<file path="src/verilog/pmicg_pkg.sv">
// Package for the power-management pin-function block: register
// offsets, field positions, reset values, pin modes and pin functions.
// Assumes a plain 8-bit register port driven by an on-chip serial core.
`default_nettype none
package pmicg_pkg;

   // Register port widths
   localparam int ADDR_W = 8;
   localparam int DATA_W = 8;
   localparam int NUM_PINS = 4;
   localparam int NUM_SRC = 8;

   // Register offsets
   localparam logic [7:0] ADDR_STATUS   = 8'h00; // Sticky event flags
   localparam logic [7:0] ADDR_MASK     = 8'h01; // One masks a source
   localparam logic [7:0] ADDR_LEVEL    = 8'h02; // Real-time levels
   localparam logic [7:0] ADDR_CFG0     = 8'h03; // Pin 1..4 at 03..06
   localparam logic [7:0] ADDR_OUTDATA  = 8'h07; // Plain output data
   localparam logic [7:0] ADDR_PININ    = 8'h08; // Synced pin levels
   localparam logic [7:0] ADDR_LEDCODE1 = 8'h09; // First sink code
   localparam logic [7:0] ADDR_LEDCODE2 = 8'h0a; // Second sink code
   localparam logic [7:0] ADDR_OKSEL    = 8'h0b; // Regulator per pin

   // Pin configuration fields
   localparam int CFG_MODE_LSB = 0;
   localparam int CFG_FUNC_LSB = 3;
   localparam int SRC_PB       = 7;  // Push-button source bit

   // LED code fields and current figures in mA
   localparam int LED_HI_LSB = 3;
   localparam logic [4:0] LED_BASE_MA = 5'h08;
   localparam logic [4:0] LED_MAX_MA  = 5'h16;

   // Reset values
   localparam logic [7:0] RST_MASK = 8'h00;
   localparam logic [7:0] RST_CFG  = 8'h00;
   localparam logic [7:0] RST_LED  = 8'h00;
   localparam logic [3:0] RST_OUTDATA = 4'h0;  // All plain outputs low
   localparam logic [7:0] RST_OKSEL   = 8'h00; // Every pin on regulator 0

   // Pin drive modes
   typedef enum logic [2:0] {
      MODE_IN, MODE_PP, MODE_OD, MODE_LED, MODE_ANALOG
   } pmicg_mode_e;

   // Pin functions
   typedef enum logic [3:0] {
      FN_GPIO, FN_RESET, FN_PWRGOOD, FN_IRQ, FN_REGOK, FN_SEQIN,
      FN_SLEEP, FN_DSLEEP, FN_EXTSEQIN, FN_EXTSEQOUT, FN_VSCALE
   } pmicg_func_e;

endpackage : pmicg_pkg

`default_nettype wire

</file>
<file path="src/verilog/pmicg_pins.sv">
// Pin-function logic: four general pins, two LED sinks, interrupt pin,
// push-button input and serial pins in outline.
// Assumes system signals arrive on clk; pins are asynchronous to it.
//
// Design decisions made here: the placing of the registers and strobed register access.
`timescale 1ns/10ps
`default_nettype none

// Notes on behaviour
// - Any status change pulls interrupt low
// - Mask bit stops that source asserting interrupt
// - Interrupt held until host reads status
// - Fault still present keeps interrupt asserted
// - Interrupt pin only pulls low
// - Pins: input, push-pull, open-drain, LED, analog
// - Pins route the listed system functions
// - Pin 1: no LED, input/open-drain/push-pull
// - Pin 2 same options as pin 1
// - Pin 3: LED one, input or open-drain
// - Pin 4 like pin 3, drives LED two
// - LED mode sinks current from six-bit code
// - Upper zero: low value; one: 8+2*low
// - Serial pins open-drain standard target
// - Push-button input feeds system functions
// - Masking never hides real-time fault level
module pmicg_pins
   import pmicg_pkg::*;
(
   // Clock and reset
   input  wire logic              clk,
   input  wire logic              rst,
   // Register port
   input  wire logic [ADDR_W-1:0] regAddr,
   input  wire logic [DATA_W-1:0] regWdata,
   input  wire logic              regWr,
   input  wire logic              regRd,
   output logic      [DATA_W-1:0] regRdata,
   // Internal status sources and system signals
   input  wire logic [6:0]        faultIn,
   input  wire logic              systemResetOutN,
   input  wire logic              powerGoodOut,
   input  wire logic [3:0]        regulatorPowerOk,
   input  wire logic              extSeqOut,
   // Functions taken from pins
   output logic                   seqInput,
   output logic                   sleepCtl,
   output logic                   deepSleepMode,
   output logic                   extSeqIn,
   output logic                   dynamicVoltageScaling,
   // General pins
   input  wire logic [3:0]        generalPinIn,
   output logic      [3:0]        generalPinOut,
   output logic      [3:0]        generalPinOe,
   output logic      [3:0]        analogEn,
   // LED sinks, current in mA
   output logic                   firstLedSinkEn,
   output logic                   secondLedSinkEn,
   output logic      [4:0]        firstLedSinkMa,
   output logic      [4:0]        secondLedSinkMa,
   // Interrupt pin, open drain
   output logic                   interruptRequestNOut,
   output logic                   interruptRequestNOe,
   // Push-button pin
   input  wire logic              pushbuttonInputN,
   output logic                   pushbuttonPressed,
   // Serial pins
   input  wire logic              sclIn,
   input  wire logic              sdaIn,
   input  wire logic              sclHoldLow,
   input  wire logic              sdaPullLow,
   output logic                   sclSync,
   output logic                   sdaSync,
   output logic                   sclOut,
   output logic                   sclOe,
   output logic                   sdaOut,
   output logic                   sdaOe
);

   // LED code to current in mA
   function automatic logic [4:0] ledMa(input logic [5:0] code);
      logic [4:0] low;
      low = {2'b00, code[2:0]};
      if (code[5:LED_HI_LSB] == 3'h0) begin
         ledMa = low;
      end else if (code[5:LED_HI_LSB] == 3'h1) begin
         ledMa = LED_BASE_MA + {low[3:0], 1'b0};
      end else begin
         ledMa = LED_MAX_MA;
      end
   endfunction : ledMa

   // Pin synchronisers: first and second stages
   logic [6:0]          syncA_r;     // First stage, read by syncB only
   logic [6:0]          syncB_r;     // Second stage
   // Register state
   logic [NUM_SRC-1:0]  status_r;    // Sticky event flags
   logic [NUM_SRC-1:0]  status_nxt;  // Next flags
   logic [NUM_SRC-1:0]  mask_r;      // Source masks
   logic [NUM_SRC-1:0]  levelPrev_r; // Previous source levels
   logic [7:0]          cfg_r [NUM_PINS]; // Pin configuration
   logic [3:0]          outData_r;   // Plain output data
   logic [5:0]          ledCode1_r;  // First sink code
   logic [5:0]          ledCode2_r;  // Second sink code
   logic [7:0]          okSel_r;     // Regulator select, 2 bits a pin
   logic [DATA_W-1:0]   rdata_r;     // Read data
   logic [3:0]          pinOut_r;    // Registered pin data
   logic [3:0]          pinOe_r;     // Registered pin enables
   logic                irqOe_r;     // Registered interrupt drive

   // Decoded pin state
   logic [3:0]          pinSync;     // Synced pin levels
   logic [3:0]          pinIsIn;     // Pin acts as digital input
   logic [3:0]          pinIsLed;    // Pin in LED mode
   logic [3:0]          pinOutVal;   // Function value per pin
   logic [3:0]          pinOeNxt;    // Next enable per pin
   logic [3:0]          pinOutNxt;   // Next data per pin
   logic [3:0]          hitSeq;      // Per-pin input function hits
   logic [3:0]          hitSleep;
   logic [3:0]          hitDeep;
   logic [3:0]          hitExt;
   logic [3:0]          hitScale;

   // Bus and interrupt decode
   logic [NUM_SRC-1:0]  levelVec;    // Real-time source levels
   logic [NUM_SRC-1:0]  evtVec;      // Level changes
   logic [NUM_SRC-1:0]  clrVec;      // Flags the host clears
   logic                statusRd;    // Status read strobe
   logic                statusWr;    // Status write strobe
   logic                irqAny;      // Unmasked flag pending
   logic [DATA_W-1:0]   rdNxt;       // Read mux result

   // Two-flop synchronisers for every asynchronous pin
   always_ff @(posedge clk or posedge rst) begin
      if (rst) begin
         syncA_r <= 7'h7f;
         syncB_r <= 7'h7f;
      end else begin
         syncA_r <= {sdaIn, sclIn, pushbuttonInputN, generalPinIn};
         syncB_r <= syncA_r;
      end
   end

   assign pinSync           = syncB_r[3:0];
   assign pushbuttonPressed = ~syncB_r[4];
   assign sclSync           = syncB_r[5];
   assign sdaSync           = syncB_r[6];

   // Serial pins only pull low, pull-ups are external
   assign sclOut = 1'b0;
   assign sdaOut = 1'b0;
   assign sclOe  = sclHoldLow;
   assign sdaOe  = sdaPullLow;

   // Source levels and their changes
   assign levelVec = {pushbuttonPressed, faultIn};
   assign evtVec   = levelVec ^ levelPrev_r;

   // Host clears by read or write-one, but not while level remains
   assign statusRd = regRd && (regAddr == ADDR_STATUS);
   assign statusWr = regWr && (regAddr == ADDR_STATUS);
   assign clrVec   = ({NUM_SRC{statusRd}} |
                      (statusWr ? regWdata : 8'h00)) & ~levelVec;
   // New event wins over a clear in the same cycle
   assign status_nxt = evtVec | (status_r & ~clrVec);
   assign irqAny     = |(status_r & ~mask_r);

   // Open drain interrupt: never driven high
   assign interruptRequestNOut = 1'b0;
   assign interruptRequestNOe  = irqOe_r;

   // Flags, interrupt drive and previous levels
   always_ff @(posedge clk or posedge rst) begin
      if (rst) begin
         status_r    <= '0;
         levelPrev_r <= '0;
         irqOe_r     <= 1'b0;
      end else begin
         status_r    <= status_nxt;
         levelPrev_r <= levelVec;
         irqOe_r     <= |(status_nxt & ~mask_r);
      end
   end

   // Software-written control registers
   always_ff @(posedge clk or posedge rst) begin
      if (rst) begin
         mask_r     <= RST_MASK;
         outData_r  <= RST_OUTDATA;
         ledCode1_r <= RST_LED[5:0];
         ledCode2_r <= RST_LED[5:0];
         okSel_r    <= RST_OKSEL;
      end else if (regWr) begin
         case (regAddr)
            ADDR_MASK:     mask_r     <= regWdata;
            ADDR_OUTDATA:  outData_r  <= regWdata[3:0];
            ADDR_LEDCODE1: ledCode1_r <= regWdata[5:0];
            ADDR_LEDCODE2: ledCode2_r <= regWdata[5:0];
            ADDR_OKSEL:    okSel_r    <= regWdata;
            default:       ;                                // Others
         endcase
      end
   end

   // Per-pin configuration, function routing and drive
   genvar gi;
   generate
      for (gi = 0; gi < NUM_PINS; gi++) begin : gPin
         pmicg_mode_e modeRaw;   // Mode as written
         pmicg_func_e func;      // Function as written
         logic        legal;     // Mode allowed on this pin
         logic [1:0]  sel;       // Regulator chosen for this pin

         assign modeRaw = pmicg_mode_e'(cfg_r[gi][CFG_FUNC_LSB-1:0]);
         assign func    = pmicg_func_e'(cfg_r[gi][CFG_FUNC_LSB+3:CFG_FUNC_LSB]);
         assign sel     = okSel_r[2*gi+1 -: 2];
         // Pins 1,2 offer push-pull, pins 3,4 offer the LED sink
         assign legal = (modeRaw == MODE_IN) || (modeRaw == MODE_OD) ||
                        (modeRaw == MODE_ANALOG) ||
                        (modeRaw == MODE_PP  && gi < 2) ||
                        (modeRaw == MODE_LED && gi >= 2);
         // Illegal modes fall back to input
         assign pinIsIn[gi]  = !legal || modeRaw == MODE_IN;
         assign pinIsLed[gi] = legal && modeRaw == MODE_LED;
         assign analogEn[gi] = legal && modeRaw == MODE_ANALOG;

         // Output function selection
         assign pinOutVal[gi] =
            (func == FN_RESET)     ? systemResetOutN :
            (func == FN_PWRGOOD)   ? powerGoodOut :
            (func == FN_IRQ)       ? ~irqAny :
            (func == FN_REGOK)     ? regulatorPowerOk[sel] :
            (func == FN_EXTSEQOUT) ? extSeqOut :
                                     outData_r[gi];

         // Push-pull drives both levels, open drain pulls low only
         assign pinOeNxt[gi] = legal && ((modeRaw == MODE_PP) ||
                               (modeRaw == MODE_OD && !pinOutVal[gi]));
         assign pinOutNxt[gi] = (legal && modeRaw == MODE_PP) ?
                                pinOutVal[gi] : 1'b0;

         // Input function hits
         assign hitSeq[gi]   = pinIsIn[gi] && func == FN_SEQIN &&
                               pinSync[gi];
         assign hitSleep[gi] = pinIsIn[gi] && func == FN_SLEEP &&
                               pinSync[gi];
         assign hitDeep[gi]  = pinIsIn[gi] && func == FN_DSLEEP &&
                               pinSync[gi];
         assign hitExt[gi]   = pinIsIn[gi] && func == FN_EXTSEQIN &&
                               pinSync[gi];
         assign hitScale[gi] = pinIsIn[gi] && func == FN_VSCALE &&
                               pinSync[gi];

         // Configuration register and pin drive flops
         always_ff @(posedge clk or posedge rst) begin
            if (rst) begin
               cfg_r[gi]    <= RST_CFG;
               pinOut_r[gi] <= 1'b0;
               pinOe_r[gi]  <= 1'b0;
            end else begin
               if (regWr && regAddr == ADDR_CFG0 + 8'(gi)) begin
                  cfg_r[gi] <= regWdata;
               end
               pinOut_r[gi] <= pinOutNxt[gi];
               pinOe_r[gi]  <= pinOeNxt[gi];
            end
         end
      end
   endgenerate

   assign generalPinOut = pinOut_r;
   assign generalPinOe  = pinOe_r;

   // Input functions taken from any pin acting as input and set to them
   assign seqInput              = |hitSeq;
   assign sleepCtl              = |hitSleep;
   assign deepSleepMode         = |hitDeep;
   assign extSeqIn              = |hitExt;
   assign dynamicVoltageScaling = |hitScale;

   // LED sinks on pins 3 and 4
   assign firstLedSinkEn  = pinIsLed[2];
   assign secondLedSinkEn = pinIsLed[3];
   assign firstLedSinkMa  = ledMa(ledCode1_r);
   assign secondLedSinkMa = ledMa(ledCode2_r);

   // Read mux; unmapped offsets read zero
   assign rdNxt =
      (regAddr == ADDR_STATUS)       ? status_r :
      (regAddr == ADDR_MASK)         ? mask_r :
      (regAddr == ADDR_LEVEL)        ? levelVec :
      (regAddr == ADDR_CFG0)         ? cfg_r[0] :
      (regAddr == ADDR_CFG0 + 8'h01) ? cfg_r[1] :
      (regAddr == ADDR_CFG0 + 8'h02) ? cfg_r[2] :
      (regAddr == ADDR_CFG0 + 8'h03) ? cfg_r[3] :
      (regAddr == ADDR_OUTDATA)      ? {4'h0, outData_r} :
      (regAddr == ADDR_PININ)        ? {4'h0, pinSync} :
      (regAddr == ADDR_LEDCODE1)     ? {2'b00, ledCode1_r} :
      (regAddr == ADDR_LEDCODE2)     ? {2'b00, ledCode2_r} :
      (regAddr == ADDR_OKSEL)        ? okSel_r : 8'h00;

   // Read data stands one cycle after the strobe only
   always_ff @(posedge clk or posedge rst) begin
      if (rst) begin
         rdata_r <= '0;
      end else begin
         rdata_r <= regRd ? rdNxt : 8'h00;
      end
   end

   assign regRdata = rdata_r;
endmodule : pmicg_pins

`default_nettype wire

</file>
<file path="config.mk">
export PLATFORM = sky130hd
export DESIGN_NAME = pmicg_pins
export DESIGN_NICKNAME = d
export VERILOG_FILES = /design/src/verilog/pmicg_pkg.sv /design/src/verilog/pmicg_pins.sv
export SDC_FILE = /design/constraint.sdc
export NUM_CORES = 1
export LEC_CHECK = 0
export BUFFER_PORTS_ARGS = -buffer_cell sky130_fd_sc_hd__buf_2
export CAP_MARGIN = 25
export CORE_MARGIN = 2
export CORE_UTILIZATION = 38
export CTS_BUF_LIST = sky130_fd_sc_hd__clkbuf_16
export DETAILED_ROUTE_END_ITERATION = 16
export PLACE_DENSITY_LB_ADDON = 0.08
export SYNTH_ARGS = -nofsm -noshare
export SYNTH_HDL_FRONTEND = slang
export SYNTH_SLANG_ARGS = --single-unit
</file>
<file path="constraint.sdc">
create_clock -name clk -period 4.8 [get_ports clk]
set_input_delay 0 -clock clk [delete_from_list [all_inputs] [get_ports clk]]
set_output_delay 0 -clock clk [all_outputs]
set_load 0.01 [all_outputs]
</file>
==> metrics.cfg, run 1 <==
[status]
status = finished, final reports clean

[floorplan]
rows = 46
die_height_microns = 130
die_area_sq_um = 16900
dieWidth_microns = 130
initial_utilization_pct = 38.4
core_area_sq_um = 15700
pin_count = 89

[power]
p_int_mw = 1.45
seqPwrFrac_pct = 50.4
p_leak_nw = 3.14
p_per_area_nw_per_um2 = 291
switching_share_pct = 28.9
vdd_drop_max_mv = 0.178
switching_power_mw = 0.592
p_comb_share_pct = 12.3
power.total_mw = 2.05
p_clk_share_pct = 37.2

[route]
drt_iter0_drc = 362
drcViolationCount = 0
via_count = 4988
avgRoutedWirePerCell_microns = 21.1
finalWirelength_mm = 18.6
viasPerCell = 5.67
firstDrtPassIters = 5
drtAntennaViolNets = 0

[timing]
worstMarginPinSlew_ns = 0.899
finalCritPeriodShare_pct = 46.9
hold_viol_final = 0
final.min_clock_period_ns = 2.25
fmax_mhz = 444
finalWorstSetupSlack_ns = 2.55
finalClockSkew_ns = 0.0119
fin_setup_tns_ns = 0
drv_slew = 0
slew_headroom_pct = 40.1
setup_viol = 0
rsz0062_at_grt = false

[run]
maxCapViolCount = 0

[global_route]
top_usage_layer = met2
grt_util_met1_pct = 30.8
overflow = 0
antenna_found_initial = 0
globalRouteMet3Util_pct = 4.26
grt_max_degree = 71
grt_pass1_wl_mm = 28.5
grt_use_met2_pct = 37.4
grt_pass1_vias = 4952
grt_use_total_pct = 22.8

[cells_and_area]
area_growth_pct = 16.4
ff_latch_area_sq_um = 2800
drive_above_1_share_pct = 29.8
final.fill_count = 1532
multi_input_area_sq_um = 3000
diodes = 0
fin_area_sq_um = 7020
num-nets-final = 702

[yosys]
synth_edf_count = 0
synthTopCellsByArea = dfrtp_1 (40%), mux2_2 (11%), dfstp_2 (6.1%)
seq_area_frac_synth_pct = 46.3
yosysUniqueCellTypes = 67
yosysMostFrequentCell = dfrtp_1
syn_area_sq_um = 6030
async_reset_ff_share_pct = 100
ys_ff_latch = 111
syn_avg_cell_area_sq_um = 10.3
yosysWarningCount = 0
synth_area_leader_cell = dfrtp_1
netlist_instances = 584
synth_top_cells_by_count = dfrtp_1 (97), mux2_2 (61), nor2_1 (45)
ys.flop_type = dfrtp_1
synth_top_area_share_pct = 40.2

[clock_tree]
clk_path_buf_depth = 2
numCtsBuffers = 9
cts_num_sinks = 111
cts_tree = built
cts_root_buffer = clkbuf_16
path_clk_slew_ns = 0.08
clk_latency_ns = 0.37
h-tree-depth = 3
post-cts-setup-buffers = 0

[critical_path]
start_kind = register
cpMaxStageDelayCell = or3b_2
worstPathRequired_ns = 4.80
cp_data_arrival_time_ns = 2.25
critPathTopFamily = simple AND/OR/NAND/NOR gates
slowest_delay_ns = 0.52
endpoint_kind = output pin
cp_max_fo = 3
crit_path_cell_trace = or3b_2, nand3_1, or3_1, nor3_1, or4_1, buf_2
cp.buffers_inverters = 1
path_class = register to output pin

[place]
hpwl_mm = 13.1
placed_area_sq_um = 6560
gp_congestion = 0.925
port_buffers = 81
dp_slack_ns = 2.47

[worst_hold_path]
holdCritPathClass = primary input to output pin

[timing repair]
action / CTS / global route
gates resized for setup: 0 / 0
hold endpoints to repair: 75 / 0
hold buffers: 15 / 0
[power by group through the flow]
stage,clock network (mW),logic (mW),registers (mW)
after floorplan,0,0.166,1.02
after CTS,0.780,0.252,1.03
after global placement,0,0.237,1.05
after detailed placement,0,0.241,1.05
final,0.762,0.252,1.03
after global routing,0.813,0.278,1.04
[path summary, 6_finish.rpt]
path,from,to,slack (ns),cells past startpoint
min in group asynchronous,rst,cfg_r[5],0.36,3
max in group asynchronous,rst,syncA_r[0],3.34,4
hold reg to reg,syncA_r[6],syncB_r[6],0.36,0
hold / removal,sdaPullLow,sdaOe,0.000003,0
setup / recovery,cfg_r[0],extSeqIn,2.55,6
setup reg to reg,mask_r[4],generalPinOe[1],2.72,5
[cell usage in the layout (no fill, tap or decap), types with 5 or more instances in the layout]
cell type,count
nand3_1,16
dlygate4sd3_1,15
nor3_1,14
nand4_1,5
xor2_1,5
mux4_2,9
mux2i_1,14
dfrtp_1,97
a31oi_1,6
nor3b_1,7
nand2_1,36
dfstp_2,14
o21a_1,5
o22ai_1,11
a21oi_1,30
nor2b_1,12
nand2b_1,20
a22oi_1,5
o21ai_0,29
inv_1,20
and3_1,8
buf_2,81
clkbuf_16,9
mux2_2,61
conb_1,5
nor2_1,45
[cell families (layout without fill, tap and decap cells)]
family | count (synthesis) | after routing | synth area share, %
mux | 84 | 84 | 17.1
buf+inv | 60 | 136 | 4.23
xor+xnor | 9 | 9 | 1.31
flops | 111 | 111 | 46.3
simple gates | 192 | 192 | 17.0
compound gates | 127 | 127 | 14.0
other cells | 1 | 5 | 0.0622
[registers in the layout, indices dropped and copies added (netlist names), 6 cells and up]
register / cells
cfg_r: 32
ledCode2_r: 6
regRdata: 8
ledCode1_r: 6
syncA_r: 7
status_r: 8
okSel_r: 8
syncB_r: 7
mask_r: 8
levelPrev_r: 8
[layout make-up]
| cell class | instances | area share (%) |
|---|---|---|
| Inverter | 22 | 1.21 |
| Sequential cell | 111 | 39.8 |
| Clock inverter | 7 | 0.962 |
| Clock buffer | 9 | 3.21 |
| Tap cell | 216 | 3.85 |
| Timing Repair Buffer | 98 | 8.30 |
| Multi-Input combinational cell | 417 | 42.7 |
[per-layer routing]
| metal | wire (microns) | vias to the layer above |
|---|---|---|
| li1 | - | 2282 |
| met1 | 8410 | 2510 |
| met2 | 8870 | 170 |
| met3 | 825 | 26 |
| met4 | 475 | 0 |
| met5 | 0 | - |
[through the flow]
stage / utilization (%) / hold slack, ns / instances
floorplan: - / 0.00448 / 588
global placement: 41.8 / 0.000119 / 848
detailed placement: 41.8 / 0.000119 / 848
CTS: 44.6 / 0.000119 / 879
global route: 44.7 / 0.0000310 / 880
finish: 44.7 / 0.00000282 / 880
Note: power is estimated with default switching activity, not from simulation.
==> run 2, diff against run 1 <==
--- a/config.mk
+++ b/config.mk
@@ -5,6 +5,7 @@
 export SDC_FILE = /design/constraint.sdc
 export NUM_CORES = 1
 export LEC_CHECK = 0
+export ABC_AREA = 1
 export BUFFER_PORTS_ARGS = -buffer_cell sky130_fd_sc_hd__buf_2
 export CAP_MARGIN = 25
 export CORE_MARGIN = 2
==> constraint.sdc (replaced) <==
create_clock -name clk -period 2.15 [get_ports clk]
set_input_delay 0 -clock clk [delete_from_list [all_inputs] [get_ports clk]]
set_output_delay 0 -clock clk [all_outputs]
set_load 0.01 [all_outputs]
==> run 2 against run 1 <==
Net effect:
- clock skew fell by 0.0064 ns
- core utilization is 2.5 points higher
- flip-flop and latch count stayed put
- critical path type unchanged
- critical endpoint is now sleepCtl
- largest power group unchanged
==> metrics.cfg, run 2 <==
[worst_hold_path]
holdCritPathClass = primary input to output pin
hp-start = sclHoldLow

[global_route]
grt_pass1_vias = 5280
antenna_found_initial = 0
grt_max_degree = 41
overflow = 0
grt_use_total_pct = 23.5
grt_pass1_wl_mm = 29.1

[critical_path]
crit_path_end = sleepCtl
worstPathRequired_ns = 2.15
timing.rr.end = generalPinOe[1]
cp_data_arrival_time_ns = 2.01
regToRegSetupSlack_ns = 0.37
rr_startpoint = mask_r[1]
worstRegToRegCells = 12
worstSetupStartpoint = cfg_r[0]
endpoint_kind = output pin
path_class = register to output pin
start_kind = register
cp_max_fo = 3

[cells_and_area]
drive_above_1_share_pct = 15.4
area_growth_pct = 20.1
diodes = 0
largest_register_ffs = 32
num-nets-final = 906
final_common_cell = nand2_1
final_cell_mix = nand2_1 (211), dfrtp_1 (97), inv_1 (89)
top_register = cfg_r

[timing]
finalClockSkew_ns = 0.00542
finalWorstSetupSlack_ns = 0.142
final.min_clock_period_ns = 2.01
rsz0062_at_grt = false
slew_headroom_pct = 49.9
fin_setup_tns_ns = 0
setup_viol = 0
fmax_mhz = 498
drv_slew = 0
worstMarginPinSlew_ns = 0.749
finalCritPeriodShare_pct = 93.4
hold_viol_final = 0

[clock_tree]
clk_path_buf_depth = 2
cts_tree = built
cts_root_buffer = clkbuf_16
clk_latency_ns = 0.36
h-tree-depth = 3
numCtsBuffers = 9
cts_repair_resize_count = 0
path_clk_slew_ns = 0.07
cts_num_sinks = 111

[route]
finalWirelength_mm = 18.1
drtAntennaViolNets = 0
firstDrtPassIters = 5
via_count = 5496
drt_iter0_drc = 630
drcViolationCount = 0
avgRoutedWirePerCell_microns = 17.2
viasPerCell = 5.22

[place]
port_buffers = 81
dp_slack_ns = 0.318
hpwl_mm = 13.6
gp_congestion = 0.906

[power]
p_leak_nw = 3.38
p_per_area_nw_per_um2 = 686
seqPwrFrac_pct = 47.9
switching_power_mw = 1.23
switching_share_pct = 26.0
p_clk_share_pct = 41.3
vdd_drop_max_mv = 0.619
p_int_mw = 3.51
p_comb_share_pct = 10.8

[yosys]
async_reset_ff_share_pct = 100
syn_avg_cell_area_sq_um = 7.57
yosysMostFrequentCell = nand2_1
seq_area_frac_synth_pct = 48.6
syn_area_sq_um = 5760
synth_top_cells_by_count = nand2_1 (211), dfrtp_1 (97), inv_1 (89)
yosysWarningCount = 0
synth_area_leader_cell = dfrtp_1
synth_edf_count = 0
ys.flop_type = dfrtp_1
yosysUniqueCellTypes = 36
synth_top_area_share_pct = 42.2
ys_ff_latch = 111
synthTopCellsByArea = dfrtp_1 (42%), nand2_1 (14%), o21ai_0 (7.4%)
netlist_instances = 760

[floorplan]
core_area_sq_um = 14600
dieWidth_microns = 127
rows = 44
die_area_sq_um = 16100
pin_count = 89
die_height_microns = 127
initial_utilization_pct = 39.3

[status]
status = finished, final reports clean

[run]
maxCapViolCount = 0

[run 2: cell count changes in the layout (fill, tap and decap cells not counted), sizes merged, moves of 14 or more]
| cell | delta |
|---|---|
| nand2 | +180 |
| inv | +66 |
| o21ai | +65 |
| mux2 | -61 |
| nor2 | +31 |
| nand3 | +25 |
| nand2b | -20 |
| a21oi | +15 |
| mux2i | -14 |
[run 2: how the worst min path moves through the flow]
stage | to | slack, ns | cells past startpoint
2_1_floorplan | syncA_r[0] | 0.004 | 0
3_3_place_gp | sclOe | 0.0001 | 0
3_5_place_dp | sclOe | 0.0001 | 0
4_1_cts | sclOe | 0.0001 | 0
5_1_grt | sdaOe | 0.00002 | 0
6_report | sclOe | 0.000004 | 0
[run 2: kinds of logic (layout without fill, tap and decap cells)]
group / count (synthesis) / in the layout / synth area share [%]
other: 1 / 5 / 0.0652
AND/OR/NAND/NOR: 366 / 366 / 27.2
buffers and inverters: 109 / 213 / 7.57
AO/OA/AOI/OAI: 166 / 166 / 15.5
flip-flops: 111 / 111 / 48.6
XOR/XNOR: 7 / 7 / 1.07
[run 2: layer usage]
layer	wire length (microns)	share of wire [%]	GRT usage, %
met1	8510	47	33.7
met2	8190	45	36.9
met3	1190	6.6	4.52
met4	247	1.4	5.69
met5	0	0	0
[run 2: power by group through the flow]
stage	sequential, mW	combinational, mW	clock (mW)
after global placement	2.31	0.486	0
final	2.27	0.514	1.96
after floorplan	2.28	0.297	0
after global routing	2.28	0.582	2.10
after detailed placement	2.31	0.493	0
after CTS	2.27	0.517	2.00
[run 2: final cells by class]
class	instances	area [sq um]
fill	1458	7730
timing repair buffer	105	653
clock inverter	7	119
inverter	92	352
tap	184	230
multi-input combinational	544	2540
clock buffer	9	225
sequential	111	2800
[run 2: metrics by stage]
step | utilization [%] | power, mW | area (sq um) | std cells | hold WS (ns)
after floorplan | - | 2.58 | 5770 | 764 | 0.00448
after global placement | 43.7 | 2.79 | 6400 | 1019 | 0.000119
after detailed placement | 43.7 | 2.80 | 6400 | 1019 | 0.000119
after CTS | 47.2 | 4.79 | 6910 | 1052 | 0.000119
after global routing | 47.2 | 4.96 | 6910 | 1052 | 0.0000220
final | 47.2 | 4.74 | 6910 | 1052 | 0.00000393
[run 2: repair_timing]
| item | in CTS | in global routing |
|---|---|---|
| hold endpoints to repair | 57 | 0 |
| buffers inserted | 0 | 0 |
| hold buffers | 17 | 0 |
[run 2: worst max-delay path: stages, from the launching register on]
cell and delay (ns):
dfrtp_1 0.45, inv_1 0.10, nand3_1 0.07, inv_1 0.06
nor2_1 0.16, nand3_1 0.16, o32ai_1 0.34, a31oi_1 0.09
nand2_1 0.09, buf_2 0.13
==> run 3, diff against run 2 <==
--- a/config.mk
+++ b/config.mk
@@ -9,7 +9,7 @@
 export BUFFER_PORTS_ARGS = -buffer_cell sky130_fd_sc_hd__buf_2
 export CAP_MARGIN = 25
 export CORE_MARGIN = 2
-export CORE_UTILIZATION = 38
+export CORE_UTILIZATION = 56
 export CTS_BUF_LIST = sky130_fd_sc_hd__clkbuf_16
 export DETAILED_ROUTE_END_ITERATION = 16
 export PLACE_DENSITY_LB_ADDON = 0.08
==> run 3 against run 2 <==
Net effect:
- wire length down 7.4%
- largest power group unchanged
- combinational power about the same
- via count up 1.6%
- sequential share of layout area up 0.42 points
- setup slack better by 0.067 ns
- first-iteration DRC count down 41%
- register-to-register slack worse by 0.04 ns
==> metrics.cfg, run 3 (synthesis gave the netlist of run 2 again) <==
[critical_path]
cp_max_fo = 4
timing.rr.end = generalPinOe[1]
start_kind = register
rr_startpoint = mask_r[1]
worstRegToRegCells = 12
worstPathRequired_ns = 2.15
regToRegSetupSlack_ns = 0.33
path_class = register to output pin
cp_data_arrival_time_ns = 1.94
endpoint_kind = output pin

[route]
via_count = 5582
avgRoutedWirePerCell_microns = 16.7
finalWirelength_mm = 16.8
drcViolationCount = 0
firstDrtPassIters = 5
viasPerCell = 5.56
drtAntennaViolNets = 0
drt_iter0_drc = 370

[power]
p_leak_nw = 3.36
vdd_drop_max_mv = 0.578
power.total_mw = 4.59
p_per_area_nw_per_um2 = 670

[place]
gp_congestion = 0.935
hpwl_mm = 12.3
port_buffers = 81

[floorplan]
pin_count = 89
initial_utilization_pct = 56.8
dieWidth_microns = 105
die_area_sq_um = 11100
die_height_microns = 105
rows = 37
core_area_sq_um = 10100

[status]
status = finished, final reports clean

[global_route]
grt_pass1_vias = 5267
overflow = 0
grt_pass1_wl_mm = 27.0
antenna_found_initial = 0
grt_use_total_pct = 31.8
grt_max_degree = 36

[clock_tree]
numCtsBuffers = 9
clk_latency_ns = 0.35
cts_repair_resize_count = 0
cts_root_buffer = clkbuf_16
cts_tree = built
path_clk_slew_ns = 0.07
post-cts-setup-buffers = 0
h-tree-depth = 3
hold_buffers = 17
cts_num_sinks = 111
clk_path_buf_depth = 2

[cells_and_area]
num-nets-final = 906
area_growth_pct = 18.9
largest_register_ffs = 32
final_common_cell = nand2_1
final_cell_mix = nand2_1 (211), dfrtp_1 (97), inv_1 (88)
diodes = 0
top_register = cfg_r
drive_above_1_share_pct = 15.6

[timing]
final.min_clock_period_ns = 1.94
slew_headroom_pct = 47.1
rsz0062_at_grt = false
hold_viol_final = 0
setup_viol = 0
worstMarginPinSlew_ns = 0.792
finalCritPeriodShare_pct = 90.2
finalClockSkew_ns = 0.00758
fin_setup_tns_ns = 0
fmax_mhz = 515
drv_slew = 0

[worst_hold_path]
holdPathEnd = sdaOe
hp-start = sdaPullLow
holdCritPathClass = primary input to output pin
min_path_cells = 0

[run]
maxCapViolCount = 0

==> run 3: changes by cell type in the layout (fill, tap and decap cells not counted), sizes merged <==
| cell | previous run | this run |
|---|---|---|
| inv | 94 | 92 |
| bufinv | 3 | 2 |
| clkinv | 1 | 3 |
| clkinvlp | 1 | 2 |
==> run 3: layout make-up <==
class	instances	area (sq um)
flip-flops and latches	111	2800
repair buffers	105	666
clock inverters	7	95.1
clock buffers	9	225
fillers	876	3300
well taps	136	170
multi-input cells	544	2540
inverters	92	352
==> run 3: power breakdown <==
| part | switching (mW) | internal [mW] |
|---|---|---|
| clock | 0.782 | 1.02 |
| sequential | 0.0841 | 2.18 |
| combinational | 0.331 | 0.183 |
| total | 1.20 | 3.39 |
==> run 3: worst max path at each step <==
stage | from | end | slack [ns] | cells past startpoint
after floorplan | status_r[3] | generalPinOe[1] | 0.80 | 10
after global placement | mask_r[0] | generalPinOe[1] | 0.39 | 12
after detailed placement | regAddr[5] | interruptRequestNOe | 0.37 | 15
after CTS | cfg_r[0] | sleepCtl | 0.21 | 9
after global routing | cfg_r[1] | sleepCtl | 0.08 | 8
final | cfg_r[1] | sleepCtl | 0.21 | 8
==> run 3: stage by stage <==
| stage | util [%] | instances | hold slack (ns) | area [sq um] | setup slack [ns] |
|---|---|---|---|---|---|
| after CTS | 67.5 | 1004 | 0.0000686 | 6840 | 0.215 |
| after global routing | 67.5 | 1004 | 0.0000806 | 6840 | 0.0825 |
| after global placement | 62.7 | 971 | 0.0000686 | 6350 | 0.386 |
| after detailed placement | 62.7 | 971 | 0.0000686 | 6350 | 0.368 |
| after floorplan | - | 764 | 0.00448 | 5770 | 0.804 |
| final | 67.5 | 1004 | 0.0000220 | 6840 | 0.210 |
==> run 3: worst max-delay path, stage by stage, from the launching register on <==
cell and delay, ns:
dfrtp_1 0.38, inv_1 0.15, nor2_1 0.08, nor2_1 0.19, nand3_1 0.16, o32ai_1 0.34, a31oi_1 0.09, nand2_1 0.08
buf_2 0.12
==> run 3: layer usage <==
layer / vias to the layer above / track usage [%] / part of all wire (%)
met5: - / 0 / 0
met4: 0 / 14.0 / 4.2
met3: 48 / 5.63 / 7.0
met2: 263 / 49.6 / 46
met1: 2591 / 43.7 / 43
li1: 2680 / - / -
